<file path="src/core/bmd_pkg.sv">
// Shared constants, state codes and carrier types for the branch and multiply decoder
package bmd_pkg;

    ////////////////////////////////////////////////////////////////////////////
    // Widths
    localparam int PC_W = 12;
    localparam int DATA_W = 16;
    localparam int ACC_W = 32;
    localparam int DA_W = 8;
    localparam int K_W = 13;
    localparam int MODE_BIT = 7;
    localparam int STACK_DEPTH_DEF = 4;

    ////////////////////////////////////////////////////////////////////////////
    // Two-word branch family: upper byte of the first word, low byte zero
    localparam logic [7:0] OP_BRANCH_ALWAYS = 8'hf9;
    localparam logic [7:0] OP_CALL_IMMEDIATE = 8'hf8;
    localparam logic [7:0] OP_BRANCH_AUX_NONZERO = 8'hf4;
    localparam logic [7:0] OP_BRANCH_ACC_NONNEG = 8'hfd;
    localparam logic [7:0] OP_BRANCH_ACC_POSITIVE = 8'hfc;
    localparam logic [7:0] OP_BRANCH_POLL_LOW = 8'hf6;
    localparam logic [7:0] OP_BRANCH_ACC_NONPOSITIVE = 8'hfb;
    localparam logic [7:0] OP_BRANCH_ACC_NEGATIVE = 8'hfa;
    localparam logic [7:0] OP_BRANCH_ACC_NONZERO = 8'hfe;
    localparam logic [7:0] OP_BRANCH_ACC_ZERO = 8'hff;
    localparam logic [7:0] OP_BRANCH_LOW_BYTE = 8'h00;
    localparam logic [3:0] TARGET_TOP_NIBBLE = 4'h0;

    ////////////////////////////////////////////////////////////////////////////
    // One-word opcodes
    localparam logic [15:0] OP_CALL_FROM_ACCUMULATOR = 16'h7f8c;
    localparam logic [15:0] OP_RETURN = 16'h7f8d;
    localparam logic [15:0] OP_LOAD_ACC_FROM_PRODUCT = 16'h7f8e;
    localparam logic [15:0] OP_ADD_PRODUCT = 16'h7f8f;
    localparam logic [15:0] OP_SUBTRACT_PRODUCT = 16'h7f90;
    localparam logic [7:0] OP_LOAD_MULTIPLICAND = 8'h6a;
    localparam logic [7:0] OP_LOAD_MULT_ACCUMULATE = 8'h6c;
    localparam logic [7:0] OP_LOAD_MULT_ACC_SHIFT = 8'h6b;
    localparam logic [7:0] OP_MULTIPLY_MEMORY = 8'h6d;
    localparam logic [2:0] OP_MULTIPLY_IMMEDIATE = 3'b100;

    ////////////////////////////////////////////////////////////////////////////
    // Values after reset
    localparam logic [PC_W-1:0] PC_RST = 12'h000;
    localparam logic [ACC_W-1:0] ACC_RST = 32'h0000_0000;
    localparam logic [DATA_W-1:0] TREG_RST = 16'h0000;
    localparam logic [ACC_W-1:0] PREG_RST = 32'h0000_0000;

    ////////////////////////////////////////////////////////////////////////////
    // Sequencer states and carriers
    typedef enum logic [2:0] {
        ST_EXEC = 3'b001,
        ST_WORD2 = 3'b010,
        ST_SUB2 = 3'b100
    } bmd_state_t;

    typedef struct packed {
        logic en;
        logic [DA_W-1:0] addr;
        logic [DATA_W-1:0] word;
    } bmd_dm_wr_t;

endpackage : bmd_pkg

</file>
<file path="src/core/bmd_stack.sv">
// Return-address stack held in flip-flops with a wrapping pointer
`timescale 1ns/10ps
module bmd_stack #(
    parameter int DEPTH = 4,
    parameter int W = 12
) (
    input wire logic core_clk,
    input wire logic reset_n,
    input wire logic push,
    input wire logic pop,
    input wire logic [W-1:0] push_word,
    output logic [W-1:0] top_word
);

    localparam int PW = (DEPTH > 1) ? $clog2(DEPTH) : 1;

    logic [PW-1:0] ptr_r;
    logic [W-1:0] mem_r [DEPTH];

    ////////////////////////////////////////////////////////////////////////////
    // Pointer moves up on push, down on pop; overflow drops the oldest entry
    always_ff @(posedge core_clk or negedge reset_n)
    begin
        if (!reset_n)
            ptr_r <= '0;
        else if (push)
            ptr_r <= PW'(ptr_r + 1'b1);
        else if (pop)
            ptr_r <= PW'(ptr_r - 1'b1);
    end

    // Entry storage
    always_ff @(posedge core_clk or negedge reset_n)
    begin
        if (!reset_n)
        begin
            for (int i = 0; i < DEPTH; i++)
                mem_r[i] <= '0;
        end
        else if (push)
            mem_r[PW'(ptr_r + 1'b1)] <= push_word;
    end

    assign top_word = mem_r[ptr_r];

endmodule : bmd_stack

</file>
<file path="src/core/bmd_mult.sv">
// Signed multiplier with operand selection between data word and immediate field
`timescale 1ns/10ps
module bmd_mult (
    input wire logic [15:0] treg,
    input wire logic [15:0] data_word,
    input wire logic [15:0] instr_word,
    input wire logic sel_imm,
    output logic [31:0] product
);

    logic [15:0] oper_b;

    ////////////////////////////////////////////////////////////////////////////
    // Immediate is the low 13 bits, sign-extended
    assign oper_b = sel_imm ? {{3{instr_word[12]}}, instr_word[12:0]} : data_word;
    assign product = $signed({{16{treg[15]}}, treg}) * $signed({{16{oper_b[15]}}, oper_b});

endmodule : bmd_mult

</file>
<file path="src/core/bmd_core.sv">
// Branch and multiply group sequencer with accumulator, multiplicand and product registers
`timescale 1ns/10ps
module bmd_core #(
    parameter int STACK_DEPTH = bmd_pkg::STACK_DEPTH_DEF,
    parameter bit POLL_PRESENT = 1'b1
) (
    input wire logic core_clk,
    input wire logic reset_n,
    input wire logic [15:0] instr_word,
    input wire logic [15:0] data_rd_word,
    input wire logic [15:0] aux_value,
    input wire logic data_page,
    input wire logic poll_input_pin_n,
    input wire logic acc_load_en,
    input wire logic [31:0] acc_load_word,
    output logic [11:0] prog_addr,
    output logic [7:0] data_rd_addr,
    output bmd_pkg::bmd_dm_wr_t dm_wr,
    output logic [31:0] acc,
    output logic [15:0] treg,
    output logic [31:0] preg
);

    ////////////////////////////////////////////////////////////////////////////
    // Declarations
    bmd_pkg::bmd_state_t st_r;
    logic [bmd_pkg::PC_W-1:0] pc_r;
    logic [bmd_pkg::PC_W-1:0] sub_target_r;
    logic br_take_r;
    logic call_imm_r;
    logic [bmd_pkg::ACC_W-1:0] acc_r;
    logic [bmd_pkg::DATA_W-1:0] treg_r;
    logic [bmd_pkg::ACC_W-1:0] preg_r;
    bmd_pkg::bmd_dm_wr_t dm_wr_r;
    logic poll_meta_r;
    logic poll_sync_r;
    logic exec;
    logic two_word;
    logic stack_push;
    logic stack_pop;
    logic [bmd_pkg::PC_W-1:0] push_word;
    logic [bmd_pkg::PC_W-1:0] stack_top;
    logic [bmd_pkg::ACC_W-1:0] mult_p;
    logic sel_imm;
    logic [7:0] op_hi;

    ////////////////////////////////////////////////////////////////////////////
    // Direct address is page bit plus seven low bits; indirect uses the auxiliary register
    function automatic logic [bmd_pkg::DA_W-1:0] data_addr(input logic [15:0] word, input logic page,
                                                          input logic [15:0] aux);
        if (word[bmd_pkg::MODE_BIT])
            data_addr = aux[bmd_pkg::DA_W-1:0];
        else
            data_addr = {page, word[6:0]};
    endfunction : data_addr

    // True for a two-word branch family first word
    function automatic logic is_branch_word(input logic [15:0] word);
        logic hit;
        hit = 1'b0;
        case (word[15:8])
            bmd_pkg::OP_BRANCH_ALWAYS, bmd_pkg::OP_CALL_IMMEDIATE, bmd_pkg::OP_BRANCH_AUX_NONZERO,
            bmd_pkg::OP_BRANCH_ACC_NONNEG, bmd_pkg::OP_BRANCH_ACC_POSITIVE, bmd_pkg::OP_BRANCH_POLL_LOW,
            bmd_pkg::OP_BRANCH_ACC_NONPOSITIVE, bmd_pkg::OP_BRANCH_ACC_NEGATIVE,
            bmd_pkg::OP_BRANCH_ACC_NONZERO, bmd_pkg::OP_BRANCH_ACC_ZERO:
                hit = 1'b1;
            default:
                hit = 1'b0;
        endcase
        is_branch_word = hit && (word[7:0] == bmd_pkg::OP_BRANCH_LOW_BYTE);
    endfunction : is_branch_word

    // Branch condition from opcode byte and the machine state sampled in the first cycle
    function automatic logic branch_cond(input logic [7:0] op, input logic [31:0] a,
                                         input logic aux_nz, input logic poll_low);
        logic neg;
        logic zero;
        neg = a[31];
        zero = (a == 32'h0000_0000);
        case (op)
            bmd_pkg::OP_BRANCH_AUX_NONZERO: branch_cond = aux_nz;
            bmd_pkg::OP_BRANCH_ACC_NONNEG: branch_cond = !neg;
            bmd_pkg::OP_BRANCH_ACC_POSITIVE: branch_cond = !neg && !zero;
            bmd_pkg::OP_BRANCH_POLL_LOW: branch_cond = POLL_PRESENT && poll_low;
            bmd_pkg::OP_BRANCH_ACC_NONPOSITIVE: branch_cond = neg || zero;
            bmd_pkg::OP_BRANCH_ACC_NEGATIVE: branch_cond = neg;
            bmd_pkg::OP_BRANCH_ACC_NONZERO: branch_cond = !zero;
            bmd_pkg::OP_BRANCH_ACC_ZERO: branch_cond = zero;
            default: branch_cond = 1'b1;
        endcase
    endfunction : branch_cond

    ////////////////////////////////////////////////////////////////////////////
    // Decode helpers
    assign exec = (st_r == bmd_pkg::ST_EXEC);
    assign op_hi = instr_word[15:8];
    assign two_word = exec && is_branch_word(instr_word);
    assign sel_imm = (instr_word[15:13] == bmd_pkg::OP_MULTIPLY_IMMEDIATE);
    assign data_rd_addr = data_addr(instr_word, data_page, aux_value);

    // Polling pin synchroniser, idle high
    always_ff @(posedge core_clk or negedge reset_n)
    begin
        if (!reset_n)
        begin
            poll_meta_r <= 1'b1;
            poll_sync_r <= 1'b1;
        end
        else
        begin
            poll_meta_r <= poll_input_pin_n;
            poll_sync_r <= poll_meta_r;
        end
    end

    ////////////////////////////////////////////////////////////////////////////
    // Stack pushes for both calls and pops for return
    always_comb
    begin
        stack_push = 1'b0;
        stack_pop = 1'b0;
        push_word = pc_r + 12'h001;
        if (exec && instr_word == bmd_pkg::OP_CALL_FROM_ACCUMULATOR)
            stack_push = 1'b1;
        else if (exec && instr_word == bmd_pkg::OP_RETURN)
            stack_pop = 1'b1;
        else if (st_r == bmd_pkg::ST_WORD2 && call_imm_r)
            stack_push = 1'b1;
    end

    bmd_stack #(
        .DEPTH(STACK_DEPTH),
        .W(bmd_pkg::PC_W)
    ) u_stack (
        .core_clk(core_clk),
        .reset_n(reset_n),
        .push(stack_push),
        .pop(stack_pop),
        .push_word(push_word),
        .top_word(stack_top)
    );

    bmd_mult u_mult (
        .treg(treg_r),
        .data_word(data_rd_word),
        .instr_word(instr_word),
        .sel_imm(sel_imm),
        .product(mult_p)
    );

    ////////////////////////////////////////////////////////////////////////////
    // Sequencer and program counter
    always_ff @(posedge core_clk or negedge reset_n)
    begin
        if (!reset_n)
        begin
            st_r <= bmd_pkg::ST_EXEC;
            pc_r <= bmd_pkg::PC_RST;
            sub_target_r <= bmd_pkg::PC_RST;
            br_take_r <= 1'b0;
            call_imm_r <= 1'b0;
        end
        else
        begin
            case (st_r)
                bmd_pkg::ST_EXEC:
                begin
                    pc_r <= pc_r + 12'h001;
                    if (two_word)
                    begin
                        br_take_r <= branch_cond(op_hi, acc_r, aux_value != 16'h0000, !poll_sync_r);
                        call_imm_r <= (op_hi == bmd_pkg::OP_CALL_IMMEDIATE);
                        st_r <= bmd_pkg::ST_WORD2;
                    end
                    else if (instr_word == bmd_pkg::OP_CALL_FROM_ACCUMULATOR)
                    begin
                        sub_target_r <= acc_r[bmd_pkg::PC_W-1:0];
                        st_r <= bmd_pkg::ST_SUB2;
                    end
                    else if (instr_word == bmd_pkg::OP_RETURN)
                    begin
                        sub_target_r <= stack_top;
                        st_r <= bmd_pkg::ST_SUB2;
                    end
                end
                bmd_pkg::ST_WORD2:
                begin
                    // Second word: target in low bits, else fall through
                    if (br_take_r)
                        pc_r <= instr_word[bmd_pkg::PC_W-1:0];
                    else
                        pc_r <= pc_r + 12'h001;
                    st_r <= bmd_pkg::ST_EXEC;
                end
                bmd_pkg::ST_SUB2:
                begin
                    pc_r <= sub_target_r;
                    st_r <= bmd_pkg::ST_EXEC;
                end
                default:
                    st_r <= bmd_pkg::ST_EXEC;
            endcase
        end
    end

    ////////////////////////////////////////////////////////////////////////////
    // Accumulator, multiplicand and product registers
    always_ff @(posedge core_clk or negedge reset_n)
    begin
        if (!reset_n)
        begin
            acc_r <= bmd_pkg::ACC_RST;
            treg_r <= bmd_pkg::TREG_RST;
            preg_r <= bmd_pkg::PREG_RST;
        end
        else if (exec)
        begin
            if (instr_word == bmd_pkg::OP_ADD_PRODUCT)
                acc_r <= acc_r + preg_r;
            else if (instr_word == bmd_pkg::OP_LOAD_ACC_FROM_PRODUCT)
                acc_r <= preg_r;
            else if (instr_word == bmd_pkg::OP_SUBTRACT_PRODUCT)
                acc_r <= acc_r - preg_r;
            else if (op_hi == bmd_pkg::OP_LOAD_MULTIPLICAND)
                treg_r <= data_rd_word;
            else if (op_hi == bmd_pkg::OP_LOAD_MULT_ACCUMULATE || op_hi == bmd_pkg::OP_LOAD_MULT_ACC_SHIFT)
            begin
                treg_r <= data_rd_word;
                acc_r <= acc_r + preg_r;
            end
            else if (op_hi == bmd_pkg::OP_MULTIPLY_MEMORY || sel_imm)
                preg_r <= mult_p;
            else if (acc_load_en)
                acc_r <= acc_load_word;
        end
    end

    // Data move write one address up, issued the cycle after the instruction
    always_ff @(posedge core_clk or negedge reset_n)
    begin
        if (!reset_n)
            dm_wr_r <= '0;
        else
        begin
            dm_wr_r.en <= exec && (op_hi == bmd_pkg::OP_LOAD_MULT_ACC_SHIFT);
            dm_wr_r.addr <= bmd_pkg::DA_W'(data_rd_addr + 8'h01);
            dm_wr_r.word <= data_rd_word;
        end
    end

    assign prog_addr = pc_r;
    assign dm_wr = dm_wr_r;
    assign acc = acc_r;
    assign treg = treg_r;
    assign preg = preg_r;
endmodule : bmd_core

</file>
<file path="config.mk">
export PLATFORM = sky130hd
export DESIGN_NAME = bmd_core
export DESIGN_NICKNAME = d
export VERILOG_FILES = /design/src/core/bmd_pkg.sv /design/src/core/bmd_stack.sv /design/src/core/bmd_mult.sv /design/src/core/bmd_core.sv
export SDC_FILE = /design/constraint.sdc
export NUM_CORES = 1
export LEC_CHECK = 0
export BUFFER_PORTS_ARGS = -buffer_cell sky130_fd_sc_hd__buf_2
export CAP_MARGIN = 20
export CORE_ASPECT_RATIO = 1.1
export CORE_UTILIZATION = 60
export CTS_CLUSTER_DIAMETER = 80
export DETAILED_ROUTE_END_ITERATION = 12
export PLACE_DENSITY = 0.83
export SLEW_MARGIN = 10
export SYNTH_ARGS = -nofsm -noshare
export SYNTH_HDL_FRONTEND = slang
export SYNTH_SLANG_ARGS = --single-unit
</file>
<file path="constraint.sdc">
create_clock -name core_clk -period 10.2 [get_ports core_clk]
set_clock_uncertainty 0.05 [all_clocks]
set_input_delay 2.04 -clock core_clk [delete_from_list [all_inputs] [get_ports core_clk]]
set_output_delay 2.04 -clock core_clk [all_outputs]
set_load 0.01 [all_outputs]
</file>
# [Word-level counts from Yosys, hierarchy flattened]
# Index checks and enable logic that the tools add are counted.
[op_classes] n_addsub=6 n_mul=1 n_div=0 magnitude_cmp=3 eq_ne=26 n_shift=0 n_mux=34 bitwise_logic=8 n_reduce_logical=28
[op_table] operator="32-bit two-way mux" count=7
[op_table] operator="16-bit by 15-bit == test with 1-bit output (second input constant)" count=5
[op_table] operator="8-bit == test (second input constant)" count=10
[op_table] operator="12-bit two-way mux" count=6
[op_table] operator="48-bit bitwise mux" count=1
[op_table] operator="16-bit two-way mux" count=3
[op_table] operator="12-bit one-hot mux with 3 select lines" count=1
[op_table] operator="32-bit adder" count=1
[op_table] operator="8-bit by 7-bit == test with 1-bit output (second input constant)" count=4
[op_table] operator="32-bit zero test" count=1
[op_table] operator="16-bit by 16-bit multiplier with 32-bit output" count=1
[op_table] operator="32-bit subtractor" count=1
[op_table] operator="12-bit binary-select mux with 2-bit select" count=1
[op_table] operator="12-bit demux with 2-bit select" count=1
[op_table] operator="16-bit nonzero test" count=1
[op_table] operator="12-bit by 1-bit adder with 12-bit output (second input constant)" count=1
[op_table] operator="3-bit two-way mux" count=4
[op_table] operator="10-bit OR reduction" count=1
[op_table] operator="8-bit by 1-bit adder with 8-bit output (second input constant)" count=1
[op_table] operator="1-bit logical AND" count=8
[op_table] operator="8-bit zero test" count=1
[op_table] operator="8-bit two-way mux" count=1
[op_table] operator="1-bit one-hot mux with 8 select lines" count=1
[op_table] operator="7-bit AND reduction" count=1
[op_table] operator="23 further kinds" count=43
[totals] ff_bits=186 latchBits=0 ram_bits=0 rom_bits=0 input_bits=85 elab_cells=124 n_memories=0

# [Depth between registers and ports, before layout]
[logic_depth] depth_word=8 depth_mapped=29

# [Modules after synthesis]
# A second synthesis with hierarchy kept.
[unflattened] cells_unflattened=2548 area_unflattened_um2=22764.3
[by_module_without_submodules] mod="bmd_core" instances=1 cells_each=1312 area_per_inst_um2=10542.6
[by_module_without_submodules] mod="bmd_mult" instances=1 cells_each=1105 area_per_inst_um2=9999.6
[by_module_without_submodules] mod="bmd_stack" instances=1 cells_each=131 area_per_inst_um2=2222.1

# [Least setup slack after synthesis]
# No wires, ideal clock.
[synth_timing] kind="input to register" from="input instr_word[13]" to="register preg_r (netlist bit preg[30])" setup_time_ps=131 arrival_time_ps=8585 slack_ps=1433 cell_stages=28 path_buffers=3 cell_sequence="or3b_2 -> clkbuf_1 -> clkbuf_1 -> o21ai_1 -> clkbuf_1 -> nand2_1 -> fa_1 -> inv_1 -> fa_1 -> inv_1 -> fa_1 -> inv_1 -> fa_1 -> fa_1 -> inv_1 -> fa_1 -> inv_1 -> ha_1 -> a21o_1 -> a21o_1 -> a21oi_1 -> o21ai_0 -> a31oi_1 -> nor2_1 -> o41a_1 -> o21ai_1 -> xnor2_1 -> o21ai_1"
[synth_via] elab_chain_len=4 word_cells_on_any_way=18 classes_between="1 x mul; 8 x eq/ne; 1 x mux; 5 x bitwise; 3 x reduce/logical"
[synth_lines] item="start: declaration" line="bmd_core.sv:9" rtl="input wire logic [15:0] instr_word,"
[synth_lines] item="parallel branches: the longest is 4 deep, another holds 16-bit by 16-bit multiplier with 32-bit output"
[synth_lines] item="end signal: assignment" line="bmd_core.sv:214" rtl="preg_r <= bmd_pkg::PREG_RST;"
[synth_lines] item="end signal: assignment" line="bmd_core.sv:232" rtl="preg_r <= mult_p;"
[synth_lines] item="end: declaration" line="bmd_core.sv:33" rtl="logic [bmd_pkg::ACC_W-1:0] preg_r;"
# Parallel ways; which one is timed is not known.
# A chain may end at the register's enable or synchronous reset.

# [Worst setup path in the final report]
[layout_timing] from="input instr_word[15]" to="register preg_r (netlist bit preg[31])"
# Same word-level chain as after synthesis.

==> flow_results.xml <==
<?xml version="1.0" encoding="UTF-8"?>
<metrics>
  <group name="power">
    <metric name="internal-power" unit="mW">4.223</metric>
    <metric name="power_switching_share" unit="%">53.09</metric>
    <metric name="power.density_cell_area" unit="nW/µm²">368.3</metric>
    <metric name="maximum_vdd_drop" unit="µV">348.7</metric>
    <metric name="sequentialPowerShare" unit="%">12.5</metric>
    <metric name="share_clk_of_total_power" unit="%">7.6</metric>
    <metric name="standby_leakage_power" unit="nW">12.04</metric>
    <metric name="pwr-share-comb" unit="%">80.0</metric>
    <metric name="total_power" unit="mW">9.001</metric>
    <metric name="power_switching" unit="mW">4.778</metric>
  </group>
  <group name="setup_path">
    <metric name="worstReg2RegEnd" unit="">preg[31]</metric>
    <metric name="crit_fanout" unit="">16</metric>
    <metric name="cp_top_family" unit="">adder cells</metric>
    <metric name="crit_top_cell" unit="">fa_1</metric>
    <metric name="path_type_of_the_worst_setup_path" unit="">in -&gt; reg</metric>
    <metric name="setup.reg_to_reg.worst_slack" unit="ns">3.43</metric>
    <metric name="setup.worst_path.end_class" unit="">flop</metric>
    <metric name="critical_path_arrival" unit="ns">9.24</metric>
    <metric name="critical_path.reg2reg.startpoint" unit="">treg[15]</metric>
    <metric name="critical-path-max-stage-delay" unit="ns">0.73</metric>
    <metric name="r2r.worst_path.cells" unit="">21</metric>
    <metric name="startpoint_type" unit="">primary input</metric>
    <metric name="slowest_cell_on_crit_path" unit="">fa_1</metric>
    <metric name="cp.required" unit="ns">10.45</metric>
    <metric name="timing.critical_path.buf_inv" unit="">4</metric>
  </group>
  <group name="min_path">
    <metric name="hp-start" unit="">poll_meta_r</metric>
    <metric name="hold_critical_path_depth" unit="">0</metric>
    <metric name="hold_path_class" unit="">reg -&gt; reg</metric>
    <metric name="worstHoldEndpoint" unit="">poll_sync_r</metric>
  </group>
  <group name="synth">
    <metric name="synthDistinctLibCells" unit="">88</metric>
    <metric name="synth_top_cell_area_share" unit="%">23.51</metric>
    <metric name="synth.top_cells.by_area" unit="">fa_1, dfrtp_1, ha_1</metric>
    <metric name="post_synth_inst_count" unit="">2550</metric>
    <metric name="seq_area_frac_synth" unit="%">20.72</metric>
    <metric name="postSynth.asyncResetShare" unit="%">100.0</metric>
    <metric name="synth_area_per_cell" unit="µm²">8.816</metric>
    <metric name="nets_in_the_synthesized_netlist" unit="">3049</metric>
    <metric name="ys_warn_count" unit="">0</metric>
    <metric name="synth.ff_latch_count" unit="">186</metric>
    <metric name="synth_area_leader_cell" unit="">fa_1</metric>
    <metric name="synth_enable_flop_cells" unit="">0</metric>
    <metric name="total_standard_cell_area_after_synthesis" unit="µm²">22480</metric>
    <metric name="dominantRegCellSynth" unit="">dfrtp_1</metric>
  </group>
  <group name="clocking">
    <metric name="htree_levels" unit="">4</metric>
    <metric name="cts_hold_buffers" unit="">0</metric>
    <metric name="cts_post_setup_buffers_inserted" unit="">0</metric>
    <metric name="tritoncts.num_buffers" unit="">17</metric>
    <metric name="clk_pin_slew_worst_paths" unit="ns">0.07</metric>
    <metric name="cts_max_path_bufs" unit="">2</metric>
    <metric name="tritoncts" unit="">yes</metric>
    <metric name="insertion_delay" unit="ns">0.47</metric>
    <metric name="post_cts_sizing" unit="">0</metric>
    <metric name="root_buffer" unit="">clkbuf_16</metric>
    <metric name="clock-sinks" unit="">186</metric>
  </group>
  <group name="final_layout">
    <metric name="final_cell_mix" unit="">inv_1, nand2_1, fa_1</metric>
    <metric name="share_of_final_layout_standard_cells_stronger_than_drive_strength_1" unit="%">12.97</metric>
    <metric name="final_core_utilization" unit="%">65.99</metric>
    <metric name="commonest_non_fill_non_tap_cell_in_the_layout" unit="">inv_1</metric>
    <metric name="syn2layout_area_growth" unit="%">8.716</metric>
    <metric name="design.final.nets" unit="">3177</metric>
    <metric name="finished_layout_cell_area" unit="µm²">24440</metric>
    <metric name="layout.cells.non_filler" unit="">3186</metric>
    <metric name="fillCellCount" unit="">2995</metric>
  </group>
  <group name="grt">
    <metric name="grt_start_max_net_pins" unit="">107</metric>
    <metric name="antenna_found_initial" unit="">1</metric>
    <metric name="grt.total_usage" unit="%">35.83</metric>
    <metric name="grt_overflow" unit="">0</metric>
    <metric name="grt_pass1_wl" unit="µm">107100</metric>
    <metric name="grt_pass1_vias" unit="">19828</metric>
  </group>
  <group name="sta">
    <metric name="finalSetupViolations" unit="">0</metric>
    <metric name="timing.final.max_slew_violations" unit="">0</metric>
    <metric name="finalHoldViolations" unit="">0</metric>
    <metric name="worst_pin_slew" unit="ns">1.065</metric>
    <metric name="holdWs" unit="ns">0.3097</metric>
    <metric name="final.min_clock_period" unit="ns">8.996</metric>
    <metric name="fmax" unit="GHz">0.1112</metric>
    <metric name="slew_headroom" unit="%">29.01</metric>
    <metric name="unrepaired_setup_endpoints_after_global_routing" unit="">no</metric>
    <metric name="setup_slack" unit="ns">1.204</metric>
    <metric name="finalCritPeriodShare" unit="%">88.19</metric>
    <metric name="tns" unit="ns">0</metric>
  </group>
  <group name="placement">
    <metric name="routabilityCongestion" unit="">0.9784</metric>
    <metric name="placedInstanceArea" unit="µm²">23820</metric>
    <metric name="pre_cts_ws" unit="ns">0.8217</metric>
    <metric name="dp.final_hpwl" unit="µm">51100</metric>
    <metric name="dp.cells" unit="">3152</metric>
    <metric name="io_buffers" unit="">209</metric>
  </group>
  <group name="route">
    <metric name="dr.first_iter.drc_count" unit="">1637</metric>
    <metric name="detail_route.wirelength" unit="µm">66600</metric>
    <metric name="count_of_tritonroute_iterations_in_the_first_routing_pass" unit="">6</metric>
    <metric name="vias" unit="">19295</metric>
    <metric name="route.antenna.remaining_nets" unit="">0</metric>
    <metric name="drt-wirelength-per-cell" unit="µm">20.90</metric>
    <metric name="drc" unit="">0</metric>
    <metric name="detail_route.vias_per_cell" unit="">6.056</metric>
  </group>
  <group name="floorplanning">
    <metric name="num_io_pins" unit="">210</metric>
    <metric name="core_region_area" unit="µm²">37040</metric>
    <metric name="initial_core_util" unit="%">60.70</metric>
    <metric name="die_area" unit="µm²">38250</metric>
    <metric name="number_of_placement_rows" unit="">74</metric>
    <metric name="die_height" unit="µm">205.0</metric>
    <metric name="floorplan.die.width" unit="µm">186.6</metric>
  </group>
  <group name="run_status">
    <metric name="result_of_the_run" unit="">finished clean</metric>
  </group>
  <group name="run">
    <metric name="timing.max_cap.violations" unit="">0</metric>
  </group>
</metrics>
==> cell families (layout without fill, tap and decap cells) <==
logic type | after synthesis | after routing | synth area share, %
AND/OR/NAND/NOR | 735 | 735 | 15.63
buffers and inverters | 514 | 655 | 8.799
XOR/XNOR | 99 | 99 | 3.857
multiplexers | 71 | 71 | 4.024
AO/OA/AOI/OAI | 531 | 531 | 15.11
other | 0 | 1 | 0
flip-flops | 186 | 186 | 20.72
adder cells (fa/ha/maj) | 414 | 414 | 31.86
==> layer usage <==
metal | global-route usage [%] | wire [µm] | vias to the layer above
met4 | 16.48 | 2650 | 0
met1 | 47.07 | 26890 | 9511
met5 | 0 | 0 | -
li1 | - | - | 8620
met2 | 59.55 | 32030 | 977
met3 | 4.574 | 5031 | 187
==> flip-flops by register name (all words and copies together) (netlist names) <==
| signal | count |
|---|---|
| u_stack.mem_r | 48 |
| acc | 32 |
| preg | 32 |
| dm_wr | 25 |
| treg | 16 |
| prog_addr | 12 |
| sub_target_r | 12 |
| st_r | 3 |
| u_stack.ptr_r | 2 |
| br_take_r | 1 |
| call_imm_r | 1 |
| poll_meta_r | 1 |
| poll_sync_r | 1 |
==> synth_stat cells (10+ instances only) <==
master / n
a31oi_1: 14
o21ai_1: 10
nand2_1: 267
or3_1: 10
or2_2: 11
nor4_1: 21
nand3_1: 30
o31ai_1: 15
and3_1: 12
xor2_1: 26
a221oi_1: 13
o21bai_1: 17
mux2i_1: 24
nor3_1: 29
nor2_1: 150
ha_1: 150
xnor2_1: 73
o21ai_0: 96
o211ai_1: 14
dfrtp_1: 183
a211oi_1: 15
nor2b_1: 75
inv_1: 388
mux4_2: 12
o22ai_1: 23
o21a_1: 10
clkbuf_1: 87
fa_1: 264
a21oi_1: 195
nand4_1: 12
a21o_1: 27
buf_2: 25
and2_1: 74
mux2_2: 33
nand2b_1: 29
==> power by group through the flow <==
stage / clock network [mW] / registers, mW / logic, mW
2_1_floorplan: 0 / 1.04 / 5.40
3_3_place_gp: 0 / 1.12 / 6.73
3_5_place_dp: 0 / 1.13 / 7.02
4_1_cts: 0.689 / 1.11 / 7.13
5_1_grt: 0.716 / 1.13 / 8.13
6_report: 0.681 / 1.12 / 7.20
==> layout make-up <==
type,count,area (µm²),area share [%]
antenna,1,2.502,0.01024
clock buffer,18,429.2,1.756
clock inverter,14,157.7,0.6451
inverter,393,1476,6.041
multi-input combinational,1850,15870,64.92
sequential,186,4658,19.06
tap,494,618.1,2.529
timing repair buffer,230,1232,5.043
==> how the worst max path moves through the flow <==
stage	start	to	cells past startpoint
after floorplan	instr_word[13]	preg[30]	28
after global routing	instr_word[15]	preg[31]	25
after global placement	instr_word[15]	preg[31]	25
after CTS	instr_word[15]	preg[31]	25
final	instr_word[15]	preg[31]	25
after detailed placement	instr_word[15]	preg[31]	25
Power figures use the tool's default switching activity.
